## config.mk

```make
export PLATFORM = sky130hd
export DESIGN_NAME = bcvc_top
export DESIGN_NICKNAME = d
export VERILOG_FILES = /design/src/core/bcvc_pkg.sv /design/src/core/bcvc_sync.sv /design/src/core/bcvc_decode.sv /design/src/core/bcvc_top.sv
export SDC_FILE = /design/constraint.sdc
export NUM_CORES = 1
export LEC_CHECK = 0
export ABC_AREA = 1
export BUFFER_PORTS_ARGS = -buffer_cell sky130_fd_sc_hd__buf_2
export CAP_MARGIN = 20
export CORE_MARGIN = 2
export CORE_UTILIZATION = 45
export CTS_CLUSTER_DIAMETER = 150
export DETAILED_ROUTE_END_ITERATION = 12
export GPL_TIMING_DRIVEN = 0
export HOLD_SLACK_MARGIN = 0.06
export MAX_ROUTING_LAYER = met4
export PLACE_DENSITY = 0.68
export SLEW_MARGIN = 10
export SYNTH_ARGS = -nofsm -noshare
export SYNTH_HDL_FRONTEND = slang
export SYNTH_SLANG_ARGS = --single-unit
export TNS_END_PERCENT = 1
```

## constraint.sdc

```tcl
create_clock -name clk -period 3.4 [get_ports clk]
set_input_delay 0 -clock clk [delete_from_list [all_inputs] [get_ports clk]]
set_output_delay 0 -clock clk [all_outputs]
set_load 0.005 [all_outputs]
```

## src/core/bcvc_pkg.sv

```systemverilog
// package: register map, field layout, reset values and voltage decode constants
package bcvc_pkg;
  // register addresses of the second buck channel
  localparam logic [7:0] BCVC_ADDR_STANDBY = 8'h20;  // buck2_standby_voltage
  localparam logic [7:0] BCVC_ADDR_RSVD    = 8'h21;  // buck2_reserved
  localparam logic [7:0] BCVC_ADDR_CTRL    = 8'h22;  // buck2_control_status
  localparam logic [7:0] BCVC_ADDR_ACTIVE  = 8'h23;  // buck2_active_voltage
  // field positions
  localparam int BCVC_CODE_MSB  = 5;                 // voltage code [5:0]
  localparam int BCVC_BIT_EN    = 0;                 // enable in control reg
  localparam int BCVC_BIT_PGOOD = 1;                 // power-good in control reg
  localparam int BCVC_BIT_UNMSK = 2;                 // fault_report_unmask
  localparam int BCVC_BIT_SPAN  = 6;                 // voltage_span_select
  // reset values (none documented, plain defaults)
  localparam logic [5:0] BCVC_RST_CODE  = 6'h00;
  localparam logic       BCVC_RST_EN    = 1'b0;
  localparam logic       BCVC_RST_UNMSK = 1'b0;
  localparam logic       BCVC_RST_SPAN  = 1'b0;
  localparam logic [7:0] BCVC_RD_ZERO   = 8'h00;     // read-only bits read zero
  // decode: millivolt results
  localparam logic [12:0] BCVC_MV_LO_FLOOR = 13'h0320;  // low range codes 1..7, 800 mV
  localparam logic [12:0] BCVC_MV_LO_BASE  = 13'h0271;  // low: 625 + 25*code
  localparam logic [12:0] BCVC_MV_LO_STEP  = 13'h0019;  // 25 mV
  localparam logic [12:0] BCVC_MV_HI_BASE  = 13'h04e2;  // high: 1250 + 50*code
  localparam logic [12:0] BCVC_MV_HI_STEP  = 13'h0032;  // 50 mV
  localparam logic [5:0]  BCVC_CODE_ADJ    = 6'h00;     // external adjust code
  localparam logic [5:0]  BCVC_CODE_LO_MIN = 6'h08;     // first stepped low code
  localparam logic [5:0]  BCVC_CODE_ODD    = 6'h22;     // literal low entry
  localparam logic [12:0] BCVC_MV_ODD      = 13'h05c8;  // 1480 mV
  // power-good input synchroniser depth
  localparam int BCVC_SYNC_STAGES = 2;
endpackage : bcvc_pkg

```

## src/core/bcvc_sync.sv

```systemverilog
// module: two flip-flop synchroniser for an asynchronous level
`timescale 1ns/100ps
module bcvc_sync (
  input  wire logic clk,     // system clock
  input  wire logic rst_n,   // synchronous reset, active low
  input  wire logic d_in,    // asynchronous level
  output logic      q_out    // synchronised level
);
  import bcvc_pkg::*;
  logic [BCVC_SYNC_STAGES-1:0] sr_r;    // shift chain
  logic [BCVC_SYNC_STAGES-1:0] sr_nxt;  // next chain

  // first stage feeds only the second
  always_comb begin
    sr_nxt = {sr_r[BCVC_SYNC_STAGES-2:0], d_in};
  end

  // registers only
  always_ff @(posedge clk) begin
    if (!rst_n) begin
      sr_r <= '0;
    end else begin
      sr_r <= sr_nxt;
    end
  end

  assign q_out = sr_r[BCVC_SYNC_STAGES-1];
endmodule : bcvc_sync

```

## src/core/bcvc_decode.sv

```systemverilog
// module: six-bit voltage code to millivolt decode for both ranges
`timescale 1ns/100ps
module bcvc_decode (
  input  wire logic        span,      // voltage_span_select
  input  wire logic [5:0]  code,      // voltage code
  output logic             adjust,    // external adjustable output selected
  output logic [12:0]      mv         // target in millivolts, 0 when adjust
);
  import bcvc_pkg::*;
  logic [12:0] code_w;  // code widened for arithmetic

  // table decode; arithmetic where steps are regular, literal where not
  always_comb begin
    code_w = {7'h00, code};
    adjust = 1'b0;
    mv     = '0;
    if (code == BCVC_CODE_ADJ) begin
      adjust = 1'b1;
    end else if (span) begin
      mv = BCVC_MV_HI_BASE + BCVC_MV_HI_STEP * code_w;
    end else if (code < BCVC_CODE_LO_MIN) begin
      mv = BCVC_MV_LO_FLOOR;
    end else if (code == BCVC_CODE_ODD) begin
      mv = BCVC_MV_ODD;
    end else begin
      mv = BCVC_MV_LO_BASE + BCVC_MV_LO_STEP * code_w;
    end
  end
endmodule : bcvc_decode

```

## src/core/bcvc_top.sv

```systemverilog
// module: second buck channel register set and regulator setpoint control
`timescale 1ns/100ps
// Function
// - standby register bits 5:0 hold standby code
// - active register bits 5:0 hold active code
// - control register bit 0 enables converter
// - control register bit 1 reads power-good
// - control register bit 2 unmasks fault report
// - active register bit 6 selects voltage range
// - unused bits are read-only, read zero
// - code zero selects external adjustable output
// - low range 0.800 floor, 25 mV steps
// - low code 100010 decodes to 1.480 V
// - high range 1.300 to 4.400, 50 mV
module bcvc_top (
  input  wire logic        clk,           // 100 MHz system clock
  input  wire logic        rst_n,         // synchronous reset, active low
  input  wire logic        reg_wr,        // register write strobe from serial port
  input  wire logic        reg_rd,        // register read strobe from serial port
  input  wire logic [7:0]  reg_addr,      // register address
  input  wire logic [7:0]  reg_wdata,     // write data
  output logic [7:0]       reg_rdata,     // read data, valid cycle after reg_rd
  output logic             reg_hit,       // address decoded this access
  input  wire logic        pgood_in,      // converter in-regulation, asynchronous
  input  wire logic        standby_in,    // standby indication, asynchronous
  input  wire logic        fault_in,      // raw output-voltage fault, asynchronous
  output logic             conv_en,       // converter enable
  output logic             fault_out,     // fault report after mask
  output logic             span_out,      // range presented to regulator
  output logic [5:0]       code_out,      // selected code to regulator
  output logic             adjust_out,    // external adjust mode
  output logic [12:0]      mv_out         // target millivolts
);
  import bcvc_pkg::*;

  // register state
  logic [5:0]  stby_code_r, stby_code_nxt;   // standby_voltage_code
  logic [5:0]  act_code_r,  act_code_nxt;    // active_voltage_code
  logic        en_r,        en_nxt;          // converter enable
  logic        unmask_r,    unmask_nxt;      // fault_report_unmask
  logic        span_r,      span_nxt;        // voltage_span_select
  logic [7:0]  rdata_r,     rdata_nxt;       // read data
  logic        hit_r,       hit_nxt;         // decode indication
  // outputs toward the regulator
  logic        fault_r,     fault_nxt;
  logic [5:0]  code_r,      code_nxt;
  logic        spano_r,     spano_nxt;
  logic        adj_r,       adj_nxt;
  logic [12:0] mv_r,        mv_nxt;
  // synchronised pins
  logic        pgood_s;                      // power-good after two flops
  logic        stby_s;                       // standby after two flops
  logic        fault_s;                      // fault after two flops
  // decode results
  logic        dec_adj;
  logic [12:0] dec_mv;
  logic        addr_ok;                      // address maps to this channel

  // every asynchronous pin crosses two flip-flops before logic looks at it
  bcvc_sync u_sync_pg (.clk(clk), .rst_n(rst_n), .d_in(pgood_in),   .q_out(pgood_s));
  bcvc_sync u_sync_sb (.clk(clk), .rst_n(rst_n), .d_in(standby_in), .q_out(stby_s));
  bcvc_sync u_sync_ft (.clk(clk), .rst_n(rst_n), .d_in(fault_in),   .q_out(fault_s));

  // address decode over the four channel registers
  always_comb begin
    addr_ok = (reg_addr == BCVC_ADDR_STANDBY) || (reg_addr == BCVC_ADDR_RSVD) ||
              (reg_addr == BCVC_ADDR_CTRL)    || (reg_addr == BCVC_ADDR_ACTIVE);
  end

  // register writes; read-only bits ignore write data
  always_comb begin
    stby_code_nxt = stby_code_r;
    act_code_nxt  = act_code_r;
    en_nxt        = en_r;
    unmask_nxt    = unmask_r;
    span_nxt      = span_r;
    if (reg_wr) begin
      unique case (reg_addr)
        BCVC_ADDR_STANDBY: begin
          stby_code_nxt = reg_wdata[BCVC_CODE_MSB:0];
        end
        BCVC_ADDR_CTRL: begin
          en_nxt     = reg_wdata[BCVC_BIT_EN];
          unmask_nxt = reg_wdata[BCVC_BIT_UNMSK];
        end
        BCVC_ADDR_ACTIVE: begin
          act_code_nxt = reg_wdata[BCVC_CODE_MSB:0];
          // no guard here: software must keep the code valid across a span change
          span_nxt     = reg_wdata[BCVC_BIT_SPAN];
        end
        default: begin
          // reserved or unmapped: write has no effect
        end
      endcase
    end
  end

  // read path; reserved bits read zero, status is live
  always_comb begin
    rdata_nxt = rdata_r;
    hit_nxt   = 1'b0;
    if (reg_rd) begin
      hit_nxt   = addr_ok;
      rdata_nxt = BCVC_RD_ZERO;
      unique case (reg_addr)
        BCVC_ADDR_STANDBY: begin
          rdata_nxt[BCVC_CODE_MSB:0] = stby_code_r;
        end
        BCVC_ADDR_CTRL: begin
          rdata_nxt[BCVC_BIT_EN]    = en_r;
          rdata_nxt[BCVC_BIT_PGOOD] = pgood_s;
          rdata_nxt[BCVC_BIT_UNMSK] = unmask_r;
        end
        BCVC_ADDR_ACTIVE: begin
          rdata_nxt[BCVC_CODE_MSB:0] = act_code_r;
          rdata_nxt[BCVC_BIT_SPAN]   = span_r;
        end
        default: begin
          // reserved register and unmapped addresses read zero
        end
      endcase
    end else if (reg_wr) begin
      hit_nxt = addr_ok;
    end
  end

  // shared decode of the selected code; it reads code_nxt so that mv_out and
  // adjust_out change in the same cycle as code_out, never one cycle behind
  bcvc_decode u_dec (
    .span   (span_r),
    .code   (code_nxt),
    .adjust (dec_adj),
    .mv     (dec_mv)
  );

  // setpoint selection: standby code while standby is asserted
  always_comb begin
    code_nxt  = stby_s ? stby_code_r : act_code_r;
    spano_nxt = span_r;
    adj_nxt   = dec_adj;
    mv_nxt    = dec_mv;
    fault_nxt = fault_s & unmask_r;
  end

  // register all state
  always_ff @(posedge clk) begin
    if (!rst_n) begin
      stby_code_r <= BCVC_RST_CODE;
      act_code_r  <= BCVC_RST_CODE;
      en_r        <= BCVC_RST_EN;
      unmask_r    <= BCVC_RST_UNMSK;
      span_r      <= BCVC_RST_SPAN;
      rdata_r     <= BCVC_RD_ZERO;
      hit_r       <= 1'b0;
      fault_r     <= 1'b0;
      code_r      <= BCVC_RST_CODE;
      spano_r     <= BCVC_RST_SPAN;
      adj_r       <= 1'b0;
      mv_r        <= '0;
    end else begin
      stby_code_r <= stby_code_nxt;
      act_code_r  <= act_code_nxt;
      en_r        <= en_nxt;
      unmask_r    <= unmask_nxt;
      span_r      <= span_nxt;
      rdata_r     <= rdata_nxt;
      hit_r       <= hit_nxt;
      fault_r     <= fault_nxt;
      code_r      <= code_nxt;
      spano_r     <= spano_nxt;
      adj_r       <= adj_nxt;
      mv_r        <= mv_nxt;
    end
  end

  // outputs come straight from flops
  assign reg_rdata  = rdata_r;
  assign reg_hit    = hit_r;
  assign conv_en    = en_r;
  assign fault_out  = fault_r;
  assign span_out   = spano_r;
  assign code_out   = code_r;
  assign adjust_out = adj_r;
  assign mv_out     = mv_r;
endmodule : bcvc_top

```

==> flow_summary.ini, run 1 <==
[floorplanning]
pin_count = 55
core_area_sq_um = 6907
fp.dieH_um = 88.99
start_util = 0.4707
fp-row-count = 30
chipWidth_um = 88.99
area_of_the_die_sq_um = 7919

[clock_network]
cts_max_path_buffers = 2
clk_pin_slew_worst_paths_ns = 0.10
root_buffer = sky130_fd_sc_hd__clkbuf_8
cts_tree = done
cts_htree_levels = 2
clkSinkCount = 51
cts_made_buffers = 5
clk_latency_ns = 0.31

[routing]
route.final.wire_length_um = 7366
num_vias = 2964
antenna_left = 0
vias_per_cell = 4.957
avgRoutedWirePerCell_um = 12.32
first_pass_iters = 4
remaining_drc_errors = 0
initialDrtViolationCount = 128

[critical_path]
worstReg2RegStart = u_sync_sb.sr_r[1]$_SDFF_PN0_
worstSetupPathType = reg -> reg
max_stage_delay_ns = 0.44
worstSetupStartpointType = flip-flop
critical_path.cell_chain = buf_8 -> nand2_2 -> o21ai_4 -> inv_4 -> ha_1 -> ha_1 -> ha_1 -> fa_2 -> nand3_1 -> nand3_1 -> nand2_1 -> nand2_1 -> nor2_4 -> nand2_2 -> nand3_1 -> nand3_1 -> a21oi_1
cell_type_of_the_slowest_stage_on_the_worst_timing_path = sky130_fd_sc_hd__fa_2
critPathCaptureType = flip-flop
endpoint_of_the_worst_register_to_register_path = mv_out[11]$_SDFF_PP0_
rrSetupSlack_ns = 0.19
path_max_fanout = 10
cp.arrival_ns = 3.44
worst_ep_required_ns = 3.64
reg2reg_depth = 17
worst_path_most_repeated_cell = sky130_fd_sc_hd__nand3_1

[synthesis]
synth_nets = 497
synth.lib_cells_used.distinct = 44
synth-seq-cells = 51
syn-mean-instance-area_sq_um = 7.631
synthArstFlopShare = 0
synth_enable_flop_cells = 0
synthCells = 426
post_synth_instance_area_sq_um = 3251
sequential_fraction_of_the_synthesis_area = 0.3141
yosys_warnings = 0
synth_ff_type = sky130_fd_sc_hd__dfxtp_1

[timing]
slew_headroom = 0.6594
grt_setup_unrepaired = false
tightestPinTransition_ns = 0.5109
final.min_clock_period_ns = 3.209
setup_viols_final = 0
hold_slack_ns = 0.06388
timing_max_transition_violations_final = 0
timing_hold_violations_final = 0
achievable-frequency_ghz = 0.3117
finalClockSkew_ns = 0.01090
finalSetupTns_ns = 0
period_share = 0.9437

[placed_design]
port_buffers = 51
placed_cell_area_sq_um = 3626
place_congestion = 0.9093
hpwlAfterDp_um = 5942

[final_layout]
postLayoutCellArea_sq_um = 3951
fillers = 650
regArea_sq_um = 1022
area_growth_pct = 21.56
post_route_cells_drive_above_1_share = 0.2191
nNetsFinal = 572
diodes = 0
multi_input_area_sq_um = 1979

[run_status]
outcome = finished clean

[pwr]
pwr-share-seq = 0.531
p_leak_nw = 2.058
ir_drop_mv = 0.2106
power.combinational.fraction = 0.151
power_report.internal_total_mw = 0.8464
power_switching_share = 0.2663
share_clk_of_total_power = 0.318
netSwitchingPower_mw = 0.3073
power.density_cell_area_nw_per_um2 = 292.0

[global_route]
global_route.usage.total = 0.2011
largest_net_degree_at_the_start_of_global_routing = 17
antenna_found_initial = 0
via_count_of_the_first_global_routing_pass = 2602
gr-total-overflow = 0
grt_first_pass_wirelength_um = 11830

[min_path]
hold_class = in -> reg
hold_path_end = reg_rdata[0]$_SDFFE_PN0P_
min_delay_path_depth = 3
min-delay-start = rst_n

[flow_run]
max_cap_viol_count = 0
[flip-flops by register name, indices dropped and copies added, names as in the netlist]
register        count
u_sync_ft.sr_r      2
fault_out           1
reg_hit             1
mv_out             13
span_r              1
act_code_r          6
unmask_r            1
reg_rdata           7
u_sync_sb.sr_r      2
conv_en             1
u_sync_pg.sr_r      2
adjust_out          1
span_out            1
code_out            6
stby_code_r         6
[routing by layer]
layer / share of wire / wire length [um] / vias to the layer above / GRT usage
met1: 0.50 / 3678 / 1338 / 0.2684
met3: 0.043 / 315 / 10 / 0.04340
met5: 0 / 0 / - / -
met2: 0.44 / 3256 / 71 / 0.3175
li1: - / - / 1545 / -
met4: 0.016 / 115 / 0 / 0.03935
[logic make-up after synthesis]
group                    share of synthesized area
AO/OA/AOI/OAI                               0.1386
XOR/XNOR                                   0.01617
AND/OR/NAND/NOR                             0.2463
adder cells (fa/ha/maj)                     0.1894
other                                     0.001154
buffers and inverters                      0.09430
flip-flops                                  0.3141
[synthesized netlist by cell type, types with 2 or more instances]
library cell | count | area share
sky130_fd_sc_hd__xnor2_1 | 3 | 0.0081
sky130_fd_sc_hd__a21oi_1 | 36 | 0.055
sky130_fd_sc_hd__o21ai_0 | 24 | 0.037
sky130_fd_sc_hd__o21ai_2 | 3 | 0.0081
sky130_fd_sc_hd__buf_2 | 2 | 0.0031
sky130_fd_sc_hd__nand2_2 | 12 | 0.023
sky130_fd_sc_hd__xor2_1 | 3 | 0.0081
sky130_fd_sc_hd__nand3b_1 | 3 | 0.0069
sky130_fd_sc_hd__buf_6 | 2 | 0.0069
sky130_fd_sc_hd__nor3_1 | 2 | 0.0031
sky130_fd_sc_hd__nand4_1 | 7 | 0.013
sky130_fd_sc_hd__inv_1 | 61 | 0.070
sky130_fd_sc_hd__dfxtp_1 | 51 | 0.31
sky130_fd_sc_hd__clkbuf_1 | 2 | 0.0023
sky130_fd_sc_hd__o32ai_1 | 2 | 0.0054
sky130_fd_sc_hd__o211ai_1 | 3 | 0.0069
sky130_fd_sc_hd__nand2_4 | 2 | 0.0069
sky130_fd_sc_hd__nor3_2 | 2 | 0.0062
sky130_fd_sc_hd__nand3_1 | 20 | 0.031
sky130_fd_sc_hd__ha_1 | 46 | 0.18
sky130_fd_sc_hd__o21ai_1 | 4 | 0.0062
sky130_fd_sc_hd__fa_1 | 2 | 0.012
sky130_fd_sc_hd__nor2_1 | 28 | 0.032
sky130_fd_sc_hd__nor2_4 | 3 | 0.010
sky130_fd_sc_hd__nand2_1 | 82 | 0.095
sky130_fd_sc_hd__inv_2 | 3 | 0.0035
[power groups by stage]
stage	logic [mW]	clock network, mW	registers, mW
final	0.174	0.367	0.612
after global routing	0.197	0.396	0.613
after detailed placement	0.158	0	0.626
after global placement	0.155	0	0.626
after floorplan	0.108	0	0.627
after CTS	0.171	0.371	0.612
[critical path: cells and delay by family, from the launching register on]
| kind | cells | cell delay [ns] |
|---|---|---|
| adder cells (fa/ha/maj) | 4 | 1.32 |
| flip-flops | 1 | 0.39 |
| AO/OA/AOI/OAI | 2 | 0.27 |
| AND/OR/NAND/NOR | 9 | 0.87 |
| buffers and inverters | 2 | 0.27 |
[stage by stage]
stage	total power [mW]	cells	setup WS [ns]	utilization
after global routing	1.207	598	0.005296	0.5721
after CTS	1.154	596	0.01048	0.5632
final	1.154	598	0.1913	0.5721
after detailed placement	0.7833	573	-0.3891	0.5250
after global placement	0.7808	573	-0.3533	0.5250
after floorplan	0.7344	426	0.2468	-
[cell usage in the layout (no fill, tap or decap), types with 4 or more instances in the layout]
cell type	synthesis	final
sky130_fd_sc_hd__nand2_2	12	12
sky130_fd_sc_hd__dfxtp_1	51	50
sky130_fd_sc_hd__nand3_1	20	20
sky130_fd_sc_hd__nand2_1	82	82
sky130_fd_sc_hd__inv_1	61	59
sky130_fd_sc_hd__o21ai_4	0	4
sky130_fd_sc_hd__o21ai_0	24	20
sky130_fd_sc_hd__buf_2	2	53
sky130_fd_sc_hd__inv_2	3	5
sky130_fd_sc_hd__o21ai_1	4	5
sky130_fd_sc_hd__nand4_1	7	7
sky130_fd_sc_hd__nor2_1	28	28
sky130_fd_sc_hd__a21oi_1	36	36
sky130_fd_sc_hd__ha_1	46	44
sky130_fd_sc_hd__clkbuf_8	0	6
sky130_fd_sc_hd__dlygate4sd3_1	0	15
[how the worst max path moves through the flow]
stage | startpoint | to | slack, ns | depth (start not counted)
after floorplan | u_sync_sb.sr_r[1]$_SDFF_PN0_ | mv_out[11]$_SDFF_PP0_ | 0.25 | 16
after global placement | u_sync_sb.sr_r[1]$_SDFF_PN0_ | mv_out[11]$_SDFF_PP0_ | -0.35 | 14
after detailed placement | u_sync_sb.sr_r[1]$_SDFF_PN0_ | mv_out[11]$_SDFF_PP0_ | -0.39 | 14
after CTS | u_sync_sb.sr_r[1]$_SDFF_PN0_ | mv_out[11]$_SDFF_PP0_ | 0.01 | 16
after global routing | u_sync_sb.sr_r[1]$_SDFF_PN0_ | mv_out[11]$_SDFF_PP0_ | 0.005 | 18
final | u_sync_sb.sr_r[1]$_SDFF_PN0_ | mv_out[11]$_SDFF_PP0_ | 0.19 | 17
[final cells by class]
type | instances | share of cell area
Sequential cell | 51 | 0.2587
Tap cell | 96 | 0.03040
Inverter | 67 | 0.06460
Multi-Input combinational cell | 300 | 0.5010
Buffer | 8 | 0.01393
Clock inverter | 2 | 0.004117
Timing Repair Buffer | 68 | 0.1064
Clock buffer | 6 | 0.02090
[what timing repair did]
item / in CTS / in global routing
pin swaps: 0 / 1
setup buffers: 0 / 2
hold endpoints to repair: 23 / 0
gates resized for setup: 6 / 13
hold buffers: 15 / 0
setup endpoints to repair: 6 / 5
cloned: 0 / 0
Note: power is estimated with default switching activity, not from simulation.
==> inputs of run 2 (changes only) <==
--- a/config.mk
+++ b/config.mk
@@ -16,6 +16,7 @@
 export HOLD_SLACK_MARGIN = 0.06
 export MAX_ROUTING_LAYER = met4
 export PLACE_DENSITY = 0.68
+export REMOVE_ABC_BUFFERS = 1
 export SLEW_MARGIN = 10
 export SYNTH_ARGS = -nofsm -noshare
 export SYNTH_HDL_FRONTEND = slang
==> flow_summary.ini, run 2 (synthesis gave the netlist of run 1 again) <==
[routing]
num_vias = 2988
vias_per_cell = 4.997
initialDrtViolationCount = 128
remaining_drc_errors = 0
antenna_left = 0
avgRoutedWirePerCell_um = 12.54
first_pass_iters = 6
route.final.wire_length_um = 7501

[pwr]
power.density_cell_area_nw_per_um2 = 282.0
power_report.internal_total_mw = 0.8245
power_switching_share = 0.2622
power.combinational.fraction = 0.156
p_leak_nw = 2.058
pwr-share-seq = 0.548
netSwitchingPower_mw = 0.2931
ir_drop_mv = 0.1666
share_clk_of_total_power = 0.296

[placed_design]
port_buffers = 52
place_congestion = 0.8586
post-place-ws_ns = -0.4326
hpwlAfterDp_um = 5771

[final_layout]
mostFrequentLayoutCells = 81 x sky130_fd_sc_hd__nand2_1, 59 x sky130_fd_sc_hd__inv_1, 52 x sky130_fd_sc_hd__buf_2
final_common_cell = sky130_fd_sc_hd__nand2_1
flip_flop_count_of_the_largest_register_all_copies_and_words_added = 13
post_route_cells_drive_above_1_share = 0.2291
diodes = 0
area_growth_pct = 21.90
nNetsFinal = 572

[global_route]
largest_net_degree_at_the_start_of_global_routing = 23
global_route.usage.total = 0.1953
via_count_of_the_first_global_routing_pass = 2644
gr-total-overflow = 0
grt_first_pass_wirelength_um = 11910
antenna_found_initial = 0

[critical_path]
path_max_fanout = 7
critPathCaptureType = flip-flop
worstSetupStartpointType = flip-flop
worstSetupPathType = reg -> reg
worst_ep_required_ns = 3.63
cp.arrival_ns = 3.48

[clock_network]
cts_htree_levels = 2
cts_max_path_buffers = 2
cts_made_buffers = 5
clk_latency_ns = 0.30
clk_pin_slew_worst_paths_ns = 0.08
cts_tree = done
root_buffer = sky130_fd_sc_hd__clkbuf_8
clkSinkCount = 51

[timing]
timing_hold_violations_final = 0
achievable-frequency_ghz = 0.3075
slew_headroom = 0.6523
final.min_clock_period_ns = 3.252
finalWorstSetupSlack_ns = 0.1481
finalClockSkew_ns = 0.009721
period_share = 0.9564
tightestPinTransition_ns = 0.5183
finalSetupTns_ns = 0
timing_max_transition_violations_final = 0
setup_viols_final = 0

[floorplanning]
area_of_the_die_sq_um = 7919
core_area_sq_um = 6907
pin_count = 55
fp.dieH_um = 88.99
start_util = 0.4707
fp-row-count = 30
chipWidth_um = 88.99

[flow_run]
max_cap_viol_count = 0

[min_path]
hold_class = in -> reg

[run_status]
outcome = finished clean
-- run 2: power groups by stage --
| stage | Clock (mW) | Sequential (mW) | Combinational [mW] |
|---|---|---|---|
| after floorplan | 0 | 0.628 | 0.101 |
| after global placement | 0 | 0.627 | 0.150 |
| after detailed placement | 0 | 0.627 | 0.153 |
| after CTS | 0.336 | 0.613 | 0.166 |
| after global routing | 0.369 | 0.613 | 0.199 |
| final | 0.331 | 0.612 | 0.175 |
-- run 2: per-layer routing --
layer	up-vias	wire length, um	track usage	share of wire
met4	0	79	0.01628	0.011
met5	-	0	-	0
li1	1537	-	-	-
met1	1359	3583	0.2770	0.48
met3	8	428	0.03139	0.057
met2	84	3410	0.3073	0.45
-- run 2: repair_timing --
action	4_1_cts	5_1_grt
gates cloned	0	0
setup endpoints to repair	6	5
pin swaps	0	5
resized for setup	9	14
hold buffers	15	0
endpoints found under the hold margin	22	0
setup buffers	0	9
-- run 2: final cells by class --
class,count,area (sq um)
tap,96,120.1
clock inverter,2,12.51
sequential,51,1025
clock buffer,6,72.57
timing repair buffer,76,478.0
multi-input combinational,300,1999
fill,690,2944
inverter,67,255.2
-- run 2: worst paths after layout --
path                            slack, ns                         start                            to  cells after the start
worst max-delay path                 0.15  u_sync_sb.sr_r[1]$_SDFF_PN0_         mv_out[11]$_SDFF_PP0_                     17
worst min-delay path                 0.07                   reg_addr[0]         unmask_r$_SDFFE_PN0P_                      4
worst max register to register       0.15  u_sync_sb.sr_r[1]$_SDFF_PN0_         mv_out[11]$_SDFF_PP0_                     17
worst min register to register       0.42  u_sync_sb.sr_r[0]$_SDFF_PN0_  u_sync_sb.sr_r[1]$_SDFF_PN0_                      2
-- run 2: metrics by stage --
step	utilization	instances	cell area, sq um	hold WS [ns]	total power, mW
6_report	0.5737	598	3963	0.07078	1.118
5_1_grt	0.5737	598	3963	0.08073	1.182
4_1_cts	0.5551	589	3834	0.06895	1.115
3_5_place_dp	0.5183	566	3580	0.1908	0.7803
3_3_place_gp	0.5183	566	3580	0.1788	0.7773
2_1_floorplan	-	418	3199	0.09345	0.7284
-- run 2: worst max-delay path: stages (launching register included) --
cell and delay (ns):
sky130_fd_sc_hd__dfxtp_4 0.38, sky130_fd_sc_hd__clkbuf_4 0.19, sky130_fd_sc_hd__buf_4 0.15, sky130_fd_sc_hd__o21a_4 0.24, sky130_fd_sc_hd__ha_1 0.31, sky130_fd_sc_hd__ha_1 0.33, sky130_fd_sc_hd__ha_1 0.34, sky130_fd_sc_hd__ha_4 0.32
sky130_fd_sc_hd__nand2_1 0.05, sky130_fd_sc_hd__nand2_1 0.07, sky130_fd_sc_hd__inv_1 0.05, sky130_fd_sc_hd__nand3b_1 0.09, sky130_fd_sc_hd__nand2_2 0.09, sky130_fd_sc_hd__nor2_4 0.15, sky130_fd_sc_hd__nand2_2 0.07, sky130_fd_sc_hd__nand3_1 0.09
sky130_fd_sc_hd__nand3_2 0.11, sky130_fd_sc_hd__a21oi_1 0.16
==> inputs of run 3 (changes only) <==
--- a/config.mk
+++ b/config.mk
@@ -9,13 +9,13 @@
 export BUFFER_PORTS_ARGS = -buffer_cell sky130_fd_sc_hd__buf_2
 export CAP_MARGIN = 20
 export CORE_MARGIN = 2
-export CORE_UTILIZATION = 45
+export CORE_UTILIZATION = 57
 export CTS_CLUSTER_DIAMETER = 150
 export DETAILED_ROUTE_END_ITERATION = 12
 export GPL_TIMING_DRIVEN = 0
 export HOLD_SLACK_MARGIN = 0.06
 export MAX_ROUTING_LAYER = met4
-export PLACE_DENSITY = 0.68
+export PLACE_DENSITY = 0.83
 export REMOVE_ABC_BUFFERS = 1
 export SLEW_MARGIN = 10
 export SYNTH_ARGS = -nofsm -noshare
==> flow_summary.ini, run 3 (synthesis gave the netlist of run 1 again) <==
[global_route]
global_route.usage.total = 0.2606
largest_net_degree_at_the_start_of_global_routing = 23
grt_first_pass_wirelength_um = 12520
antenna_found_initial = 0
gr-total-overflow = 0
via_count_of_the_first_global_routing_pass = 2711

[flow_run]
max_cap_viol_count = 0

[critical_path]
rrSetupSlack_ns = 0.10
worstSetupStartpointType = flip-flop
critPathCaptureType = flip-flop
worst_ep_required_ns = 3.64
path_max_fanout = 6
cp.arrival_ns = 3.54
worstSetupPathType = reg -> reg

[floorplanning]
chipWidth_um = 79.52
area_of_the_die_sq_um = 6323
start_util = 0.5903
fp.dieH_um = 79.52
core_area_sq_um = 5507
pin_count = 55
fp-row-count = 27

[pwr]
power_switching_share = 0.2606
power_report.internal_total_mw = 0.8650
power.total_mw = 1.170
netSwitchingPower_mw = 0.3048
p_leak_nw = 2.071
power.density_cell_area_nw_per_um2 = 297.4
share_clk_of_total_power = 0.324
power.combinational.fraction = 0.153
pwr-share-seq = 0.523
ir_drop_mv = 0.3153

[clock_network]
cts_max_path_buffers = 2
clk_latency_ns = 0.31
cts_made_buffers = 5
cts_htree_levels = 2
clkSinkCount = 51
clk_pin_slew_worst_paths_ns = 0.09
cts_tree = done
root_buffer = sky130_fd_sc_hd__clkbuf_8

[routing]
first_pass_iters = 5
num_vias = 3061
maxUsedRoutingLayer = met4
antenna_left = 0
met3RoutedLength_um = 466
met1Wirelength_um = 3662
initialDrtViolationCount = 228
vias_per_cell = 5.333
route.final.wire_length_um = 8110
routed-wl-met2_um = 3742
avgRoutedWirePerCell_um = 14.13
remaining_drc_errors = 0

[placed_design]
port_buffers = 52
post-place-ws_ns = -0.4623
dpl.cell_count = 542
hpwlAfterDp_um = 5789
place_congestion = 0.9110

[final_layout]
diodes = 0
post_route_cells_drive_above_1_share = 0.2171
mostFrequentLayoutCells = 82 x sky130_fd_sc_hd__nand2_1, 60 x sky130_fd_sc_hd__inv_1, 52 x sky130_fd_sc_hd__buf_2
multi_input_area_sq_um = 1977
area_growth_pct = 21.02
fillers = 425
finalNonFillerCells = 574
regArea_sq_um = 1025
nNetsFinal = 572
final_common_cell = sky130_fd_sc_hd__nand2_1
postLayoutCoreUtil = 0.7144
flip_flop_count_of_the_largest_register_all_copies_and_words_added = 13

[timing]
setup_viols_final = 0
slew_headroom = 0.6654
hold_slack_ns = 0.06781
tightestPinTransition_ns = 0.4988
period_share = 0.9704
timing_max_transition_violations_final = 0
finalClockSkew_ns = 0.01036
timing_hold_violations_final = 0
finalWorstSetupSlack_ns = 0.1007
final.min_clock_period_ns = 3.299
achievable-frequency_ghz = 0.3031

[run_status]
outcome = finished clean

[min_path]
hold_class = in -> reg
[run 3: changes by cell type in the layout (fill, tap and decap cells not counted), moves of 2 or more]
cell                            change
sky130_fd_sc_hd__dlygate4sd3_1      +2
sky130_fd_sc_hd__clkbuf_8           +2
sky130_fd_sc_hd__buf_4              -2
sky130_fd_sc_hd__ha_1               +2
[run 3: power by group through the flow]
stage / sequential [mW] / combinational, mW / clock, mW
finish: 0.612 / 0.179 / 0.379
global route: 0.613 / 0.197 / 0.403
CTS: 0.613 / 0.171 / 0.380
detailed placement: 0.627 / 0.154 / 0
global placement: 0.627 / 0.150 / 0
floorplan: 0.628 / 0.101 / 0
[run 3: cell type report]
class                   count  area share
well taps                  72     0.02290
repair buffers             76      0.1228
clock buffers               7     0.02449
multi-input cells         300      0.5025
flip-flops and latches     51      0.2605
clock inverters             1    0.001908
inverters                  67     0.06489
[run 3: timing repair]
action                     4_1_cts  5_1_grt
buffers inserted                 2        5
setup endpoints to repair        6        5
gates resized for setup          8        8
hold endpoints to repair        23        0
hold buffers                    17        0
pin swaps                        0        4
[run 3: path summary, 6_finish.rpt]
kind / startpoint / end / cells after the start
worst min register to register: u_sync_sb.sr_r[0]$_SDFF_PN0_ / u_sync_sb.sr_r[1]$_SDFF_PN0_ / 2
worst min-delay path: rst_n / u_sync_pg.sr_r[1]$_SDFF_PN0_ / 3
worst max-delay path: u_sync_sb.sr_r[1]$_SDFF_PN0_ / mv_out[8]$_SDFF_PP0_ / 15
worst max register to register: u_sync_sb.sr_r[1]$_SDFF_PN0_ / mv_out[8]$_SDFF_PP0_ / 15
[run 3: layer usage]
layer  vias to the layer above  track usage
met5                         -            -
li1                       1539            -
met4                         0      0.07759
met3                        28      0.04412
met2                       128       0.4294
met1                      1366       0.3291
[run 3: critical path: stages, from the launching register on]
cell and delay (ns):
sky130_fd_sc_hd__dfxtp_4 0.37, sky130_fd_sc_hd__clkbuf_4 0.21, sky130_fd_sc_hd__o21ai_4 0.20, sky130_fd_sc_hd__inv_2 0.09, sky130_fd_sc_hd__ha_1 0.32, sky130_fd_sc_hd__inv_1 0.06
sky130_fd_sc_hd__fa_1 0.46, sky130_fd_sc_hd__ha_1 0.31, sky130_fd_sc_hd__ha_1 0.34, sky130_fd_sc_hd__nand3_1 0.11, sky130_fd_sc_hd__nand2_1 0.12, sky130_fd_sc_hd__a21oi_1 0.07
sky130_fd_sc_hd__o21bai_1 0.15, sky130_fd_sc_hd__xor2_1 0.24, sky130_fd_sc_hd__nor2_1 0.06, sky130_fd_sc_hd__nor2_1 0.11
[run 3: per-stage QoR]
stage	cell area, sq um	setup TNS (ns)
after global placement	3550	-2.409
after detailed placement	3550	-2.183
after CTS	3857	0
after global routing	3934	-0.06548
after floorplan	3199	0
final	3934	0
